==> src/hdl/srtc_pkg.sv <==
// srtc_pkg: register map, field layout and reset values of the range and
// time constant 1 configuration registers.
// assumes an 8-bit register address space and 8-bit data.
package srtc_pkg;
  localparam int unsigned ADDR_W = 8;
  localparam int unsigned DATA_W = 8;
  localparam logic [7:0] RANGE_ADDR = 8'h01;
  localparam logic [7:0] RANGE_RST  = 8'h07;
  localparam logic [7:0] TC1_ADDR   = 8'h02;
  localparam logic [7:0] TC1_RST    = 8'h90;
  localparam int unsigned DRV_DIS_BIT = 7;
  localparam int unsigned UPPER_HI    = 6;
  localparam int unsigned UPPER_LO    = 4;
  localparam int unsigned RANGE_RSV   = 3;
  localparam int unsigned LOWER_HI    = 2;
  localparam int unsigned LOWER_LO    = 0;
  localparam int unsigned CAP_HI      = 7;
  localparam int unsigned CAP_LO      = 6;
  localparam int unsigned TC1_RSV     = 5;
  localparam int unsigned RES_HI      = 4;
  localparam int unsigned RES_LO      = 0;
  localparam logic [2:0] DRIVE_OFF_CODE = 3'h0;
  localparam logic [7:0] READ_ZERO = 8'h00;
endpackage

==> src/hdl/srtc_reg8.sv <==
// srtc_reg8: one 8-bit read/write register with a reset value.
// assumes write strobe is synchronous to core_clk.
`timescale 1ns/1ps
module srtc_reg8 #(
  parameter logic [7:0] RST_VAL = 8'h00
) (
  input  wire logic       core_clk,
  input  wire logic       sys_rst,
  input  wire logic       clk_en,
  input  wire logic       wr_en,
  input  wire logic [7:0] wr_data,
  output logic      [7:0] q
);
  logic [7:0] q_r;
  logic [7:0] q_nxt;

  always_comb
  begin
    q_nxt = q_r;
    if (wr_en)
      q_nxt = wr_data;
  end

  always_ff @(posedge core_clk or posedge sys_rst)
  begin
    if (sys_rst)
      q_r <= RST_VAL;
    else if (clk_en)
      q_r <= q_nxt;
  end

  assign q = q_r;
endmodule

==> src/hdl/srtc_regs.sv <==
// srtc_regs: range and time constant 1 configuration registers.
// assumes a host port engine on core_clk supplying address, write strobe
// and data; reads return registered data one cycle after rd_en.
`timescale 1ns/1ps
module srtc_regs
  import srtc_pkg::*;
(
  input  wire logic                        core_clk,
  input  wire logic                        sys_rst,
  input  wire logic                        clk_en,
  input  wire logic [srtc_pkg::ADDR_W-1:0] addr,
  input  wire logic                        wr_en,
  input  wire logic [srtc_pkg::DATA_W-1:0] wr_data,
  input  wire logic                        rd_en,
  output logic      [srtc_pkg::DATA_W-1:0] rd_data,
  output logic                             upper_drive_disable,
  output logic      [2:0]                  upper_resistance_range,
  output logic      [2:0]                  upper_drive_code,
  output logic                             upper_drive_on,
  output logic      [2:0]                  lower_resistance_range,
  output logic      [1:0]                  time_const1_capacitance,
  output logic      [4:0]                  time_const1_resistance
);
  import srtc_pkg::*;

  function automatic logic hit(input logic [7:0] a, input logic [7:0] r);
    hit = (a == r);
  endfunction

  logic [7:0] range_q;
  logic [7:0] tc1_q;
  logic [7:0] rd_r;
  logic [7:0] rd_nxt;
  logic       drv_dis_r;
  logic       drv_dis_nxt;
  logic [2:0] upper_r;
  logic [2:0] upper_nxt;
  logic [2:0] drv_code_r;
  logic [2:0] drv_code_nxt;
  logic       drv_on_r;
  logic       drv_on_nxt;
  logic [2:0] lower_r;
  logic [2:0] lower_nxt;
  logic [1:0] cap_r;
  logic [1:0] cap_nxt;
  logic [4:0] res_r;
  logic [4:0] res_nxt;

  // reserved bits are kept as written so readback matches the host
  srtc_reg8 #(.RST_VAL(RANGE_RST)) u_range (
    .core_clk (core_clk),
    .sys_rst  (sys_rst),
    .clk_en   (clk_en),
    .wr_en    (wr_en && hit(addr, RANGE_ADDR)),
    .wr_data  (wr_data),
    .q        (range_q)
  );

  srtc_reg8 #(.RST_VAL(TC1_RST)) u_tc1 (
    .core_clk (core_clk),
    .sys_rst  (sys_rst),
    .clk_en   (clk_en),
    .wr_en    (wr_en && hit(addr, TC1_ADDR)),
    .wr_data  (wr_data),
    .q        (tc1_q)
  );

  always_comb
  begin
    rd_nxt = rd_r;
    if (rd_en)
    begin
      if (hit(addr, RANGE_ADDR))
        rd_nxt = range_q;
      else if (hit(addr, TC1_ADDR))
        rd_nxt = tc1_q;
      else
        rd_nxt = READ_ZERO;
    end
    drv_dis_nxt = range_q[DRV_DIS_BIT];
    upper_nxt   = range_q[UPPER_HI:UPPER_LO];
    lower_nxt   = range_q[LOWER_HI:LOWER_LO];
    // drive off overrides the programmed code; code held at a safe value
    drv_on_nxt   = !range_q[DRV_DIS_BIT];
    drv_code_nxt = range_q[DRV_DIS_BIT] ? DRIVE_OFF_CODE
                                        : range_q[UPPER_HI:UPPER_LO];
    cap_nxt = tc1_q[CAP_HI:CAP_LO];
    res_nxt = tc1_q[RES_HI:RES_LO];
  end

  // derived outputs lag the storage register by one cycle, so every
  // output leaves a flip-flop; reset values match the register resets
  always_ff @(posedge core_clk or posedge sys_rst)
  begin
    if (sys_rst)
    begin
      rd_r       <= READ_ZERO;
      drv_dis_r  <= RANGE_RST[DRV_DIS_BIT];
      upper_r    <= RANGE_RST[UPPER_HI:UPPER_LO];
      lower_r    <= RANGE_RST[LOWER_HI:LOWER_LO];
      drv_on_r   <= !RANGE_RST[DRV_DIS_BIT];
      drv_code_r <= RANGE_RST[UPPER_HI:UPPER_LO];
      cap_r      <= TC1_RST[CAP_HI:CAP_LO];
      res_r      <= TC1_RST[RES_HI:RES_LO];
    end
    else if (clk_en)
    begin
      rd_r       <= rd_nxt;
      drv_dis_r  <= drv_dis_nxt;
      upper_r    <= upper_nxt;
      lower_r    <= lower_nxt;
      drv_on_r   <= drv_on_nxt;
      drv_code_r <= drv_code_nxt;
      cap_r      <= cap_nxt;
      res_r      <= res_nxt;
    end
  end

  assign rd_data                 = rd_r;
  assign upper_drive_disable     = drv_dis_r;
  assign upper_resistance_range  = upper_r;
  assign upper_drive_code        = drv_code_r;
  assign upper_drive_on          = drv_on_r;
  assign lower_resistance_range  = lower_r;
  assign time_const1_capacitance = cap_r;
  assign time_const1_resistance  = res_r;
endmodule

==> config.mk <==
export PLATFORM = sky130hd
export DESIGN_NAME = srtc_regs
export DESIGN_NICKNAME = d
export VERILOG_FILES = /design/src/hdl/srtc_pkg.sv /design/src/hdl/srtc_reg8.sv /design/src/hdl/srtc_regs.sv
export SDC_FILE = /design/constraint.sdc
export NUM_CORES = 1
export LEC_CHECK = 0
export ABC_AREA = 1
export BUFFER_PORTS_ARGS = -buffer_cell sky130_fd_sc_hd__buf_2
export CAP_MARGIN = 20
export CORE_ASPECT_RATIO = 0.7
export CORE_MARGIN = 1.5
export CORE_UTILIZATION = 56
export DETAILED_ROUTE_END_ITERATION = 8
export GPL_ROUTABILITY_DRIVEN = 0
export PLACE_DENSITY = 0.86
export SLEW_MARGIN = 20
export SYNTH_ARGS = -nofsm -noshare
export SYNTH_HDL_FRONTEND = slang
export SYNTH_HIERARCHICAL = 1
export SYNTH_SLANG_ARGS = --single-unit
==> constraint.sdc <==
create_clock -name core_clk -period 2.3 [get_ports core_clk]
set_input_delay 0.115 -clock core_clk [delete_from_list [all_inputs] [get_ports core_clk]]
set_output_delay 0.115 -clock core_clk [all_outputs]
set_load 0.01 [all_outputs]
== After elaboration in Yosys (flattened, before gate mapping) ==
Cells that the tools add are included.

* Word-level logic and storage cells: 21
* Bits of input ports: 21
* Bits in registers: 42
* Output and inout bits: 26

* Reductions and logical operators: 6
* Equal/unequal tests: 2
* Multiplexer cells: 3

{| class="wikitable"
|+ Operators by type and width
! cell !! number
|-
| 8-bit two-way mux || 2
|-
| 8-bit by 1-bit == test with 1-bit output (second input constant) || 1
|-
| 8-bit by 2-bit == test with 1-bit output (second input constant) || 1
|-
| 2-bit AND reduction || 3
|-
| 3-bit two-way mux || 1
|-
| 1-bit logical AND || 2
|-
| 1-bit zero test || 1
|}

== Depth between registers and ports, before layout ==
Gate-level depths: netlist of run 1.

* Word-level depth: 3
* Mapped depth: 10
* Gate-level depth less buffers: 8

== Modules after synthesis ==
The synthesis of run 1 kept the hierarchy.

{| class="wikitable"
|+ Modules (own cells, without submodules)
! module !! seq. area each (µm²) !! cells each !! area each (µm²) !! instances
|-
| srtc_regs || 658.1 || 153 || 1228.7 || 1
|-
| srtc_reg8 (u_range) || 203.9 || 36 || 350.3 || 1
|-
| srtc_reg8 (u_tc1) || 202.7 || 36 || 349.1 || 1
|}

== Worst setup path after synthesis of run 1 ==
OpenSTA, ideal clock, no wires.

* Kind: input port to flip-flop
* Start: in addr[6] in the netlist's numbering
* End: reg u_range.q_r[4], in the netlist u_range/q[4]
* Data arrival time: 955 ps
* Setup slack: 1228 ps
* Library setup time: 117 ps
* Buffers on the path: 2
* Required time: 2183 ps
* Stages: 10
* Cells stage by stage: inv_1 -> nand2_4 -> nor2_8 -> buf_8 -> nand2_1 -> nor2_1 -> buf_6 -> nand2_8 -> nand2_1 -> nand2_1

* Cells in the longest elaborated chain, start to end: 3

{| class="wikitable"
|+ RTL lines
! element !! RTL line !! source
|-
| start: declaration || srtc_regs.sv:11 || <nowiki>input wire logic [srtc_pkg::ADDR_W-1:0] addr,</nowiki>
|-
| 8-bit by 1-bit == test with 1-bit output || srtc_regs.sv:27 || <nowiki>hit = (a == r);</nowiki>
|-
| 1-bit logical AND || srtc_regs.sv:54 || <nowiki>.wr_en (wr_en && hit(addr, RANGE_ADDR)),</nowiki>
|-
| 2-bit AND reduction (no source line) || n/a ||
|-
| end signal: assignment || srtc_reg8.sv:29 || <nowiki>q_r <= q_nxt;</nowiki>
|-
| end: declaration || srtc_reg8.sv:14 || <nowiki>logic [7:0] q_r;</nowiki>
|}

Every way passes these cells.
A chain may end at the register's enable or synchronous reset.

== Worst setup path in the final report of run 1 ==
* Start: in addr[2] in the netlist's numbering
* End: reg u_range.q_r[2], in the netlist u_range/q[2]

Same word-level chain as after synthesis.

==> results of run 1 <==
==> per-stage QoR <==
step	instance area [µm²]	std cells
global placement	2160	313
detailed placement	2160	313
global route	2260	322
floorplan	1930	225
finish	2260	322
CTS	2260	322
==> worst max path at each step <==
stage,startpoint,to,slack (ns),cells past startpoint
global route,addr[3],u_range/q[3],0.81,9
floorplan,addr[6],u_range/q[4],1.23,10
detailed placement,addr[2],u_range/q[4],0.65,9
global placement,addr[2],u_range/q[7],0.75,9
finish,addr[2],u_range/q[2],0.93,8
CTS,addr[2],u_range/q[3],0.96,9
==> worst reg2reg max path, delay by kind of cell, from the launching register on <==
family | cells | cell delay [ns]
compound gates | 1 | 0.14
buf+inv | 1 | 0.11
flops | 1 | 0.40
simple gates | 1 | 0.20
==> metal layers <==
| layer | GRT usage | vias to the layer above | wire [µm] |
|---|---|---|---|
| met4 | 0.0472 | 0 | 4 |
| li1 | - | 799 | - |
| met2 | 0.392 | 68 | 1870 |
| met1 | 0.344 | 741 | 1820 |
| met3 | 0.0775 | 2 | 293 |
| met5 | 0 | - | 0 |
==> what timing repair did <==
action,CTS,global route
gates resized for setup,0,0
hold buffers,1,0
endpoints found under the hold margin,31,0
==> cells in the final DEF, fill, tap and decap left out <==
cell,Yosys,layout
o21ai_1,2,2
nor2_4,2,2
buf_2,2,46
a22o_1,1,1
dfrtp_1,31,31
nand2_4,2,2
clkbuf_1,0,2
dlygate4sd3_1,0,1
clkbuf_8,0,6
nand2_1,106,106
buf_4,1,3
nand2_8,2,2
dfstp_2,11,11
inv_1,12,12
nor2_1,11,11
inv_2,3,3
nand3_1,32,32
nand2_2,1,1
nor2_8,1,1
==> kinds of logic (layout without fill, tap and decap cells) <==
| logic type | after synthesis | after routing | synth area share |
|---|---|---|---|
| and+or+nand+nor | 157 | 157 | 0.369 |
| DFF | 42 | 42 | 0.552 |
| buffers and inverters | 23 | 73 | 0.0694 |
| AOI/OAI and AO/OA | 3 | 3 | 0.00973 |
==> final cells by class <==
| type | count | area [µm²] | area share |
|---|---|---|---|
| Tap cell | 47 | 58.8 | 0.0260 |
| Sequential cell | 42 | 1060 | 0.471 |
| Clock buffer | 8 | 90.1 | 0.0398 |
| Inverter | 15 | 56.3 | 0.0249 |
| Timing Repair Buffer | 50 | 263 | 0.116 |
| Multi-Input combinational cell | 160 | 729 | 0.322 |
==> power by group through the flow <==
stage               registers [W]  logic (W)  clock network [W]
floorplan                0.000797  0.0000712                  0
global placement         0.000792   0.000119                  0
detailed placement       0.000792   0.000122                  0
CTS                      0.000779   0.000124           0.000484
global route             0.000782   0.000141           0.000524
finish                   0.000779   0.000122           0.000475
==> state kept, by name, indices dropped and copies added (netlist names) <==
name,cells
u_tc1/q,8
rd_data,8
upper_resistance_range,3
lower_resistance_range,3
u_range/q,8
time_const1_capacitance,2
time_const1_resistance,5
upper_drive_on,1
upper_drive_code,3
upper_drive_disable,1
==> out/qor.csv, run 1 <==
metric,value,unit
setup_viol,0,
path_buf_inv,2,
track_usage,0.249,
syn_nets,246,
reg2reg_depth,3,
diodes,0,
synth.avg_cell_area,8.57,µm²
grt_overflow,0,
pre_cts_slack,0.654,ns
synth.most_common_cell,nand2_1,
r2r_end,upper_drive_code[1],
synth_seq_cells,42,
cap_violations,0,
syn_area,0.00193,mm²
seq_area_frac_synth,0.552,
internal_power,0.00105,W
fin_crit,1.37,ns
path_cells,buf_2 > inv_1 > nand2_1 > nor2_4 > nand2_1 > nor2_1 > nand3_1 > nand2_1,
synth_top_area_frac,0.402,
ys_top_cells_by_area,"dfrtp_1 (40%), nand2_1 (21%), dfstp_2 (15%), nand3_1 (8.3%), buf_6 (2.3%)",
nets,295,
p_leak,1.34,nW
slew_viol_final,0,
grt_max_degree,28,
cts_tree,done,
synthArstFlopShare,1.00,
clock_power_share,0.345,
synth_top_cell_by_area,dfrtp_1,
antenna_found_initial,0,
post_cts_buffers,0,
tns,0,ns
cts_buffer_depth,2,
yosysWarnings,6,
vias,1610,
clockRootBuffer,clkbuf_8,
total_power,0.00138,W
cp_data_required_time,2.53,ns
fin_util,0.704,
grt_pass1_vias,1509,
hp-class,in -> reg,
cts.htree.levels,2,
grt_pass1_wl,6880,µm
switching_share,0.236,
ant_nets,0,
p_seq_frac,0.566,
worst_slew_pin_slew,0.784,ns
synthCells,225,
powerDensity,608,mW/mm²
holdPathEnd,u_tc1/q[3],
cts_made_buffers,5,
rsz0062_at_grt,no,
critPathTopFamily,simple AND/OR/NAND/NOR gates,
port_buffers,46,
wl_per_cell,12.4,µm
die_y,52.1,µm
ioPinCount,47,
syn_to_final_growth,17.3,%
cpMaxStageDelayCell,nor2_1,
fillers,269,
r2r_slack,1.39,ns
drt-total-wl,3980,µm
dieArea,0.00381,mm²
setup_ws,0.933,ns
via_per_inst,5.00,
timing.hold.ws,0.0572,ns
layout-drive-gt1-share,0.280,
hold_violations,0,
rr_startpoint,u_range/q[7],
holdPathStages,3,
start_util,0.600,
cts.sink_count,42,
finalCritPeriodShare,0.595,
crit_fanout,9,
clk_latency,0.29,ns
worst_ep_arrival_time,1.60,ns
cts.clk_slew.worst_paths,0.07,ns
fmax,731,MHz
end_kind,flop,
cpPeakStageDelay,0.60,ns
combinationalPowerShare,0.089,
relSlewSlack,0.475,
firstDrtPassIters,4,
crit_top_cell,nand2_1,
min_from,wr_data[3],
drc,0,
synth_cell_types,18,
power.net_switching,0.000325,W
crit_type,in -> reg,
fp-row-count,17,
die_x,73.1,µm
synth_edf_count,0,
hpwl,2990,µm
synth_flop_cell,dfrtp_1,
startpoint_type,primary input,
status,finished clean,
vdd_drop_max,333,µV
core_area,0.00321,mm²
synth_common_cells,"nand2_1 (106), nand3_1 (32), dfrtp_1 (31), inv_1 (12)",
skew,0.00547,ns
drt-initial-drc-count,120,
Power figures use the tool's default switching activity.
==> run 2, diff against run 1 <==
--- a/config.mk
+++ b/config.mk
@@ -5,15 +5,15 @@
 export SDC_FILE = /design/constraint.sdc
 export NUM_CORES = 1
 export LEC_CHECK = 0
-export ABC_AREA = 1
+export ABC_AREA = 0
 export BUFFER_PORTS_ARGS = -buffer_cell sky130_fd_sc_hd__buf_2
 export CAP_MARGIN = 20
 export CORE_ASPECT_RATIO = 0.7
 export CORE_MARGIN = 1.5
-export CORE_UTILIZATION = 56
+export CORE_UTILIZATION = 46
 export DETAILED_ROUTE_END_ITERATION = 8
 export GPL_ROUTABILITY_DRIVEN = 0
-export PLACE_DENSITY = 0.86
+export PLACE_DENSITY = 0.78
 export SLEW_MARGIN = 20
 export SYNTH_ARGS = -nofsm -noshare
 export SYNTH_HDL_FRONTEND = slang
==> constraint.sdc (replaced) <==
create_clock -name core_clk -period 1.14 [get_ports core_clk]
set_input_delay 0.057 -clock core_clk [delete_from_list [all_inputs] [get_ports core_clk]]
set_output_delay 0.057 -clock core_clk [all_outputs]
set_load 0.01 [all_outputs]
==> out/qor.csv, run 2 <==
metric,value,unit,change
status,finished with violations,,was finished clean
violations,negative setup slack,,
p_seq_frac,0.545,,was 0.566
grtUsageMet2,0.307,,was 0.392
grt_use_met3,0.0514,,was 0.0775
cts_tree,done,,unchanged
grt_overflow,0,,unchanged
worst_ep_arrival_time,1.47,ns,was 1.60 ns
ys_top_cells_by_area,"dfrtp_1 (46%), mux2_2 (18%), dfstp_2 (17%), a22oi_1 (3.6%), nand2_1 (2.7%)",,"was dfrtp_1 (40%), nand2_1 (21%), dfstp_2 (15%), nand3_1 (8.3%), buf_6 (2.3%)"
layout_commonest_cell,buf_2,,was nand2_1
fmax,773,MHz,
drc,0,,unchanged
synth.most_common_cell,dfrtp_1,,was nand2_1
setup_viol,24,,was 0
fp-row-count,18,,was 17
cpMaxStageDelayCell,or4_4,,was nor2_1
core_area,0.00351,mm²,was 0.00321 mm²
total_power,0.00285,W,was 0.00138 W
synth_cell_types,19,,was 18
grt_pass1_vias,1208,,was 1509
ioPinCount,47,,unchanged
cts.htree.levels,2,,unchanged
synthArstFlopShare,1.00,,unchanged
synth_edf_count,0,,unchanged
worst_slew_pin_slew,0.331,ns,was 0.784 ns
synth_top_cell_by_area,dfrtp_1,,unchanged
synth.avg_cell_area,13.1,µm²,was 8.57 µm²
synth_common_cells,"dfrtp_1 (31), mux2_2 (27), nand2_1 (12), dfstp_2 (11), inv_1 (10)",,"was nand2_1 (106), nand3_1 (32), dfrtp_1 (31), inv_1 (12)"
rr_startpoint,u_range/q[7],,unchanged
hold_violations,0,,unchanged
holdPathEnd,u_tc1/q[4],,was u_tc1/q[3]
yosysWarnings,6,,unchanged
tns,-2.57,ns,was 0 ns
internal_power,0.00224,W,was 0.00105 W
pre_cts_slack,-0.489,ns,was 0.654 ns
power.net_switching,0.000611,W,was 0.000325 W
syn_area,0.00168,mm²,was 0.00193 mm²
firstDrtPassIters,4,,unchanged
setup_ws,-0.154,ns,was 0.933 ns
cp_data_required_time,1.31,ns,was 2.53 ns
reg2reg_depth,2,,was 3
ant_nets,0,,unchanged
clock_power_share,0.381,,was 0.345
dieArea,0.00402,mm²,was 0.00381 mm²
startpoint_type,primary input,,unchanged
nets,203,,was 295
relSlewSlack,0.780,,was 0.475
fin_crit,1.29,ns,
switching_share,0.214,,was 0.236
cts_made_buffers,5,,unchanged
synthCells,128,,was 225
final_cell_mix,"buf_2 (45), dfrtp_1 (31), mux2_2 (26)",,"was nand2_1 (106), buf_2 (46), nand3_1 (32)"
finalCritPeriodShare,1.14,,
vias,1157,,was 1610
cts_buffer_depth,2,,unchanged
synth_top_area_frac,0.463,,was 0.402
grt_pass1_wl,5610,µm,was 6880 µm
track_usage,0.192,,was 0.249
drt-total-wl,3400,µm,was 3980 µm
synth_seq_cells,42,,unchanged
die_x,75.2,µm,was 73.1 µm
drt-initial-drc-count,78,,was 120
die_y,53.5,µm,was 52.1 µm
cap_violations,0,,unchanged
combinationalPowerShare,0.074,,was 0.089
crit_fanout,8,,was 9
end_kind,flop,,unchanged
seq_area_frac_synth,0.635,,was 0.552
syn_to_final_growth,29.4,%,was 17.3%
clk_latency,0.29,ns,about the same
syn_nets,149,,was 246
antenna_found_initial,0,,unchanged
grtUsageMet1,0.263,,was 0.344
critPathTopFamily,simple AND/OR/NAND/NOR gates,,unchanged
cpPeakStageDelay,0.54,ns,was 0.60 ns
diodes,0,,unchanged
port_buffers,46,,unchanged
synth_flop_cell,dfrtp_1,,unchanged
path_cells,buf_6 > or4_4 > nor3_4 > and3_4 > nand2_8 > mux2_4,,was buf_2 > inv_1 > nand2_1 > nor2_4 > nand2_1 > nor2_1 > nand3_1 > nand2_1
path_buf_inv,1,,was 2
busiest_layer,met2,,unchanged
grt_max_degree,27,,was 28
rsz0062_at_grt,yes,,was no
clockRootBuffer,clkbuf_8,,unchanged
wl_per_cell,14.6,µm,was 12.4 µm
powerDensity,1310,mW/mm²,was 608 mW/mm²
r2r_end,rd_data[7],,was upper_drive_code[1]
p_leak,1.11,nW,was 1.34 nW
min_from,wr_data[4],,was wr_data[3]
start_util,0.477,,was 0.600
skew,0.00945,ns,was 0.00547 ns
cts.sink_count,42,,unchanged
hpwl,2460,µm,was 2990 µm
cts.clk_slew.worst_paths,0.08,ns,was 0.07 ns
via_per_inst,4.97,,was 5.00
holdPathStages,2,,was 3
critical_path.startpoint,addr[5],,was addr[2]
hp-class,in -> reg,,unchanged
vdd_drop_max,720,µV,was 333 µV
r2r_slack,0.25,ns,was 1.39 ns
layout-drive-gt1-share,0.563,,was 0.280
slew_viol_final,0,,unchanged
crit_type,in -> reg,,unchanged
[run 2: logic make-up after synthesis]
group                  share of synthesized area
buffers and inverters                     0.0343
DFF                                        0.635
AOI/OAI and AO/OA                         0.0799
and+or+nand+nor                           0.0634
muxes                                      0.187
[run 2: repair_timing]
action,CTS,global route
hold buffers,1,0
pin swaps,2,0
buffers inserted,0,0
gates resized for setup,8,0
endpoints found under the setup margin,24,24
endpoints found under the hold margin,31,0
[run 2: power by group through the flow]
stage / sequential, W / combinational (W) / clock, W
2_1_floorplan: 0.00159 / 0.0000892 / 0
3_3_place_gp: 0.00158 / 0.000193 / 0
3_5_place_dp: 0.00158 / 0.000201 / 0
4_1_cts: 0.00155 / 0.000212 / 0.00111
5_1_grt: 0.00156 / 0.000236 / 0.00118
6_report: 0.00156 / 0.000211 / 0.00109
[run 2: how the worst max path moves through the flow]
stage              endpoint  cells past startpoint
4_1_cts          u_tc1/q[6]                      6
5_1_grt          u_tc1/q[6]                      6
2_1_floorplan    u_tc1/q[0]                      5
3_5_place_dp     u_tc1/q[3]                      6
6_report         u_tc1/q[6]                      6
3_3_place_gp   u_range/q[3]                      6
[run 2: final cells by class]
cell class	count	area, µm²
Sequential cell	42	1060
Inverter	10	37.5
Tap cell	50	62.6
Multi-Input combinational cell	71	598
Fill cell	286	1340
Timing Repair Buffer	52	297
Clock buffer	8	110
[run 2: routing by layer]
metal / routed length (µm) / up-vias / part of all wire
li1: - / 554 / -
met1: 1690 / 571 / 0.50
met2: 1580 / 30 / 0.46
met3: 127 / 2 / 0.037
met4: 7 / 0 / 0.0021
met5: 0 / - / 0
[run 2: through the flow]
stage	std cells	utilization	instance area (µm²)	hold WS, ns
after detailed placement	224	0.571	2000	0.0514
final	233	0.618	2170	0.0185
after global placement	224	0.571	2000	0.0315
after global routing	233	0.618	2170	0.0133
after CTS	233	0.618	2170	0.0128
after floorplan	128	-	1680	-0.129
==> run 3, diff against run 2 <==
--- a/config.mk
+++ b/config.mk
@@ -13,6 +13,8 @@
 export CORE_UTILIZATION = 46
 export DETAILED_ROUTE_END_ITERATION = 8
 export GPL_ROUTABILITY_DRIVEN = 0
+export HOLD_SLACK_MARGIN = 0.08
+export MAX_ROUTING_LAYER = met4
 export PLACE_DENSITY = 0.78
 export SLEW_MARGIN = 20
 export SYNTH_ARGS = -nofsm -noshare
==> out/qor.csv, run 3 (synthesis gave the netlist of run 2 again) <==
metric,value,unit,change
status,finished with violations,,unchanged
violations,negative setup slack,,unchanged
fmax,775,MHz,was 773 MHz
cts.sink_count,42,,unchanged
layout_commonest_cell,buf_2,,unchanged
vias,1190,,was 1157
end_kind,flop,,unchanged
drt-initial-drc-count,71,,was 78
powerDensity,1280,mW/mm²,was 1310 mW/mm²
fp-row-count,18,,unchanged
clk_latency,0.29,ns,about the same
cpMaxStageDelayCell,or4_4,,unchanged
layout-drive-gt1-share,0.539,,was 0.563
slew_viol_final,0,,unchanged
grt_pass1_vias,1215,,was 1208
fin_util,0.640,,was 0.618
port_buffers,46,,unchanged
power.net_switching,0.000619,W,was 0.000611 W
cts_tree,done,,unchanged
setup_ws,-0.150,ns,was -0.154 ns
relSlewSlack,0.777,,was 0.780
timing.hold.ws,0.174,ns,was 0.0185 ns
clockRootBuffer,clkbuf_8,,unchanged
register_area,0.00106,mm²,unchanged
hold_violations,0,,unchanged
internal_power,0.00226,W,was 0.00224 W
worst_ep_arrival_time,1.46,ns,was 1.47 ns
final_cell_mix,"buf_2 (45), dfrtp_1 (31), mux2_2 (26)",,unchanged
vdd_drop_max,721,µV,was 720 µV
combinationalPowerShare,0.080,,was 0.074
grt_use_met3,0.0514,,unchanged
cts_made_buffers,5,,unchanged
dieArea,0.00402,mm²,unchanged
via_per_inst,4.94,,was 4.97
ant_nets,0,,unchanged
drt-total-wl,3440,µm,was 3400 µm
switching_share,0.215,,was 0.214
cpPeakStageDelay,0.54,ns,about the same
path_cells,buf_6 > or4_4 > nor3_4 > and3_4 > nand2_8 > mux2_4,,unchanged
wl_per_cell,14.3,µm,was 14.6 µm
ioPinCount,47,,unchanged
core_area,0.00351,mm²,unchanged
startpoint_type,primary input,,unchanged
clock_power_share,0.379,,was 0.381
crit_fanout,8,,unchanged
setup_viol,24,,unchanged
finalCritPeriodShare,1.13,,was 1.14
grt_max_degree,27,,unchanged
fillers,278,,was 286
skew,0.0108,ns,was 0.00945 ns
diodes,0,,unchanged
grtUsageMet2,0.308,,was 0.307
die_y,53.5,µm,unchanged
grt_overflow,0,,unchanged
worst_slew_pin_slew,0.335,ns,was 0.331 ns
cp_data_required_time,1.31,ns,about the same
grt_pass1_wl,5680,µm,was 5610 µm
syn_to_final_growth,34.2,%,was 29.4%
cts.clk_slew.worst_paths,0.07,ns,was 0.08 ns
cts_buffer_depth,2,,unchanged
hpwl,2460,µm,unchanged
grtUsageMet1,0.270,,was 0.263
busiest_layer,met2,,unchanged
p_leak,1.14,nW,was 1.11 nW
start_util,0.477,,unchanged
die_x,75.2,µm,unchanged
cts.htree.levels,2,,unchanged
rsz0062_at_grt,yes,,unchanged
p_seq_frac,0.541,,was 0.545
hp-class,in -> reg,,unchanged
multi_input_area,598,µm²,unchanged
track_usage,0.201,,was 0.192
crit_type,in -> reg,,unchanged
cap_violations,0,,unchanged
fin_crit,1.29,ns,about the same
nets,211,,was 203
drc,0,,unchanged
firstDrtPassIters,4,,unchanged
antenna_found_initial,0,,unchanged
run 3: changes by cell type in the layout (fill, tap and decap cells not counted), sizes merged:
| cell | delta |
|---|---|
| dlygate4sd3 | +8 |
run 3: area by class of cell:
type | instances | area share
clock buffers | 8 | 0.0489
flip-flops and latches | 42 | 0.473
repair buffers | 60 | 0.167
multi-input cells | 71 | 0.266
inverters | 10 | 0.0167
well taps | 50 | 0.0278
run 3: final timing paths:
path / slack [ns] / startpoint / depth (start not counted) / to
setup / recovery: -0.15 / addr[5] / 6 / u_tc1/q[6]
hold / removal: 0.17 / clk_en / 3 / upper_drive_on
setup reg to reg: 0.25 / u_range/q[7] / 2 / rd_data[7]
hold reg to reg: 0.47 / upper_drive_on / 2 / upper_drive_on
max in group asynchronous: 0.44 / sys_rst / 4 / time_const1_capacitance[1]
min in group asynchronous: 0.28 / sys_rst / 3 / u_tc1/q[5]
run 3: per-stage QoR:
stage          area [µm²]  total power [W]  setup WS [ns]  cells  TNS (ns)
2_1_floorplan        1680          0.00168         -0.230    128     -4.87
3_3_place_gp         2000          0.00177         -0.425    224     -9.28
3_5_place_dp         2000          0.00178         -0.489    224    -10.51
4_1_cts              2250          0.00290         -0.145    241     -2.48
5_1_grt              2250          0.00300         -0.170    241     -3.13
6_report             2250          0.00288         -0.150    241     -2.50
run 3: worst max-delay path: cells and delay by family:
kind	cells	cell delay, ns
and+or+nand+nor	4	1.01
muxes	1	0.30
buffers and inverters	1	0.09
run 3: power groups by stage:
| stage | combinational [W] | clock, W | sequential, W |
|---|---|---|---|
| 2_1_floorplan | 0.0000892 | 0 | 0.00159 |
| 3_3_place_gp | 0.000193 | 0 | 0.00158 |
| 3_5_place_dp | 0.000201 | 0 | 0.00158 |
| 4_1_cts | 0.000233 | 0.00111 | 0.00155 |
| 5_1_grt | 0.000259 | 0.00118 | 0.00156 |
| 6_report | 0.000230 | 0.00109 | 0.00156 |
run 3: layer usage:
| layer | share of wire | wire [µm] | vias up |
|---|---|---|---|
| li1 | - | - | 568 |
| met1 | 0.50 | 1720 | 592 |
| met3 | 0.038 | 131 | 0 |
| met2 | 0.46 | 1590 | 30 |
| met4 | 0 | 0 | 0 |
| met5 | 0 | 0 | - |
run 3: timing repair:
item                                    CTS  global route
resized for setup                         8             0
setup buffers                             0             0
gates cloned                              0             0
hold buffers                              9             0
hold endpoints to repair                 52             0
pin swaps                                 2             0
endpoints found under the setup margin   24            24
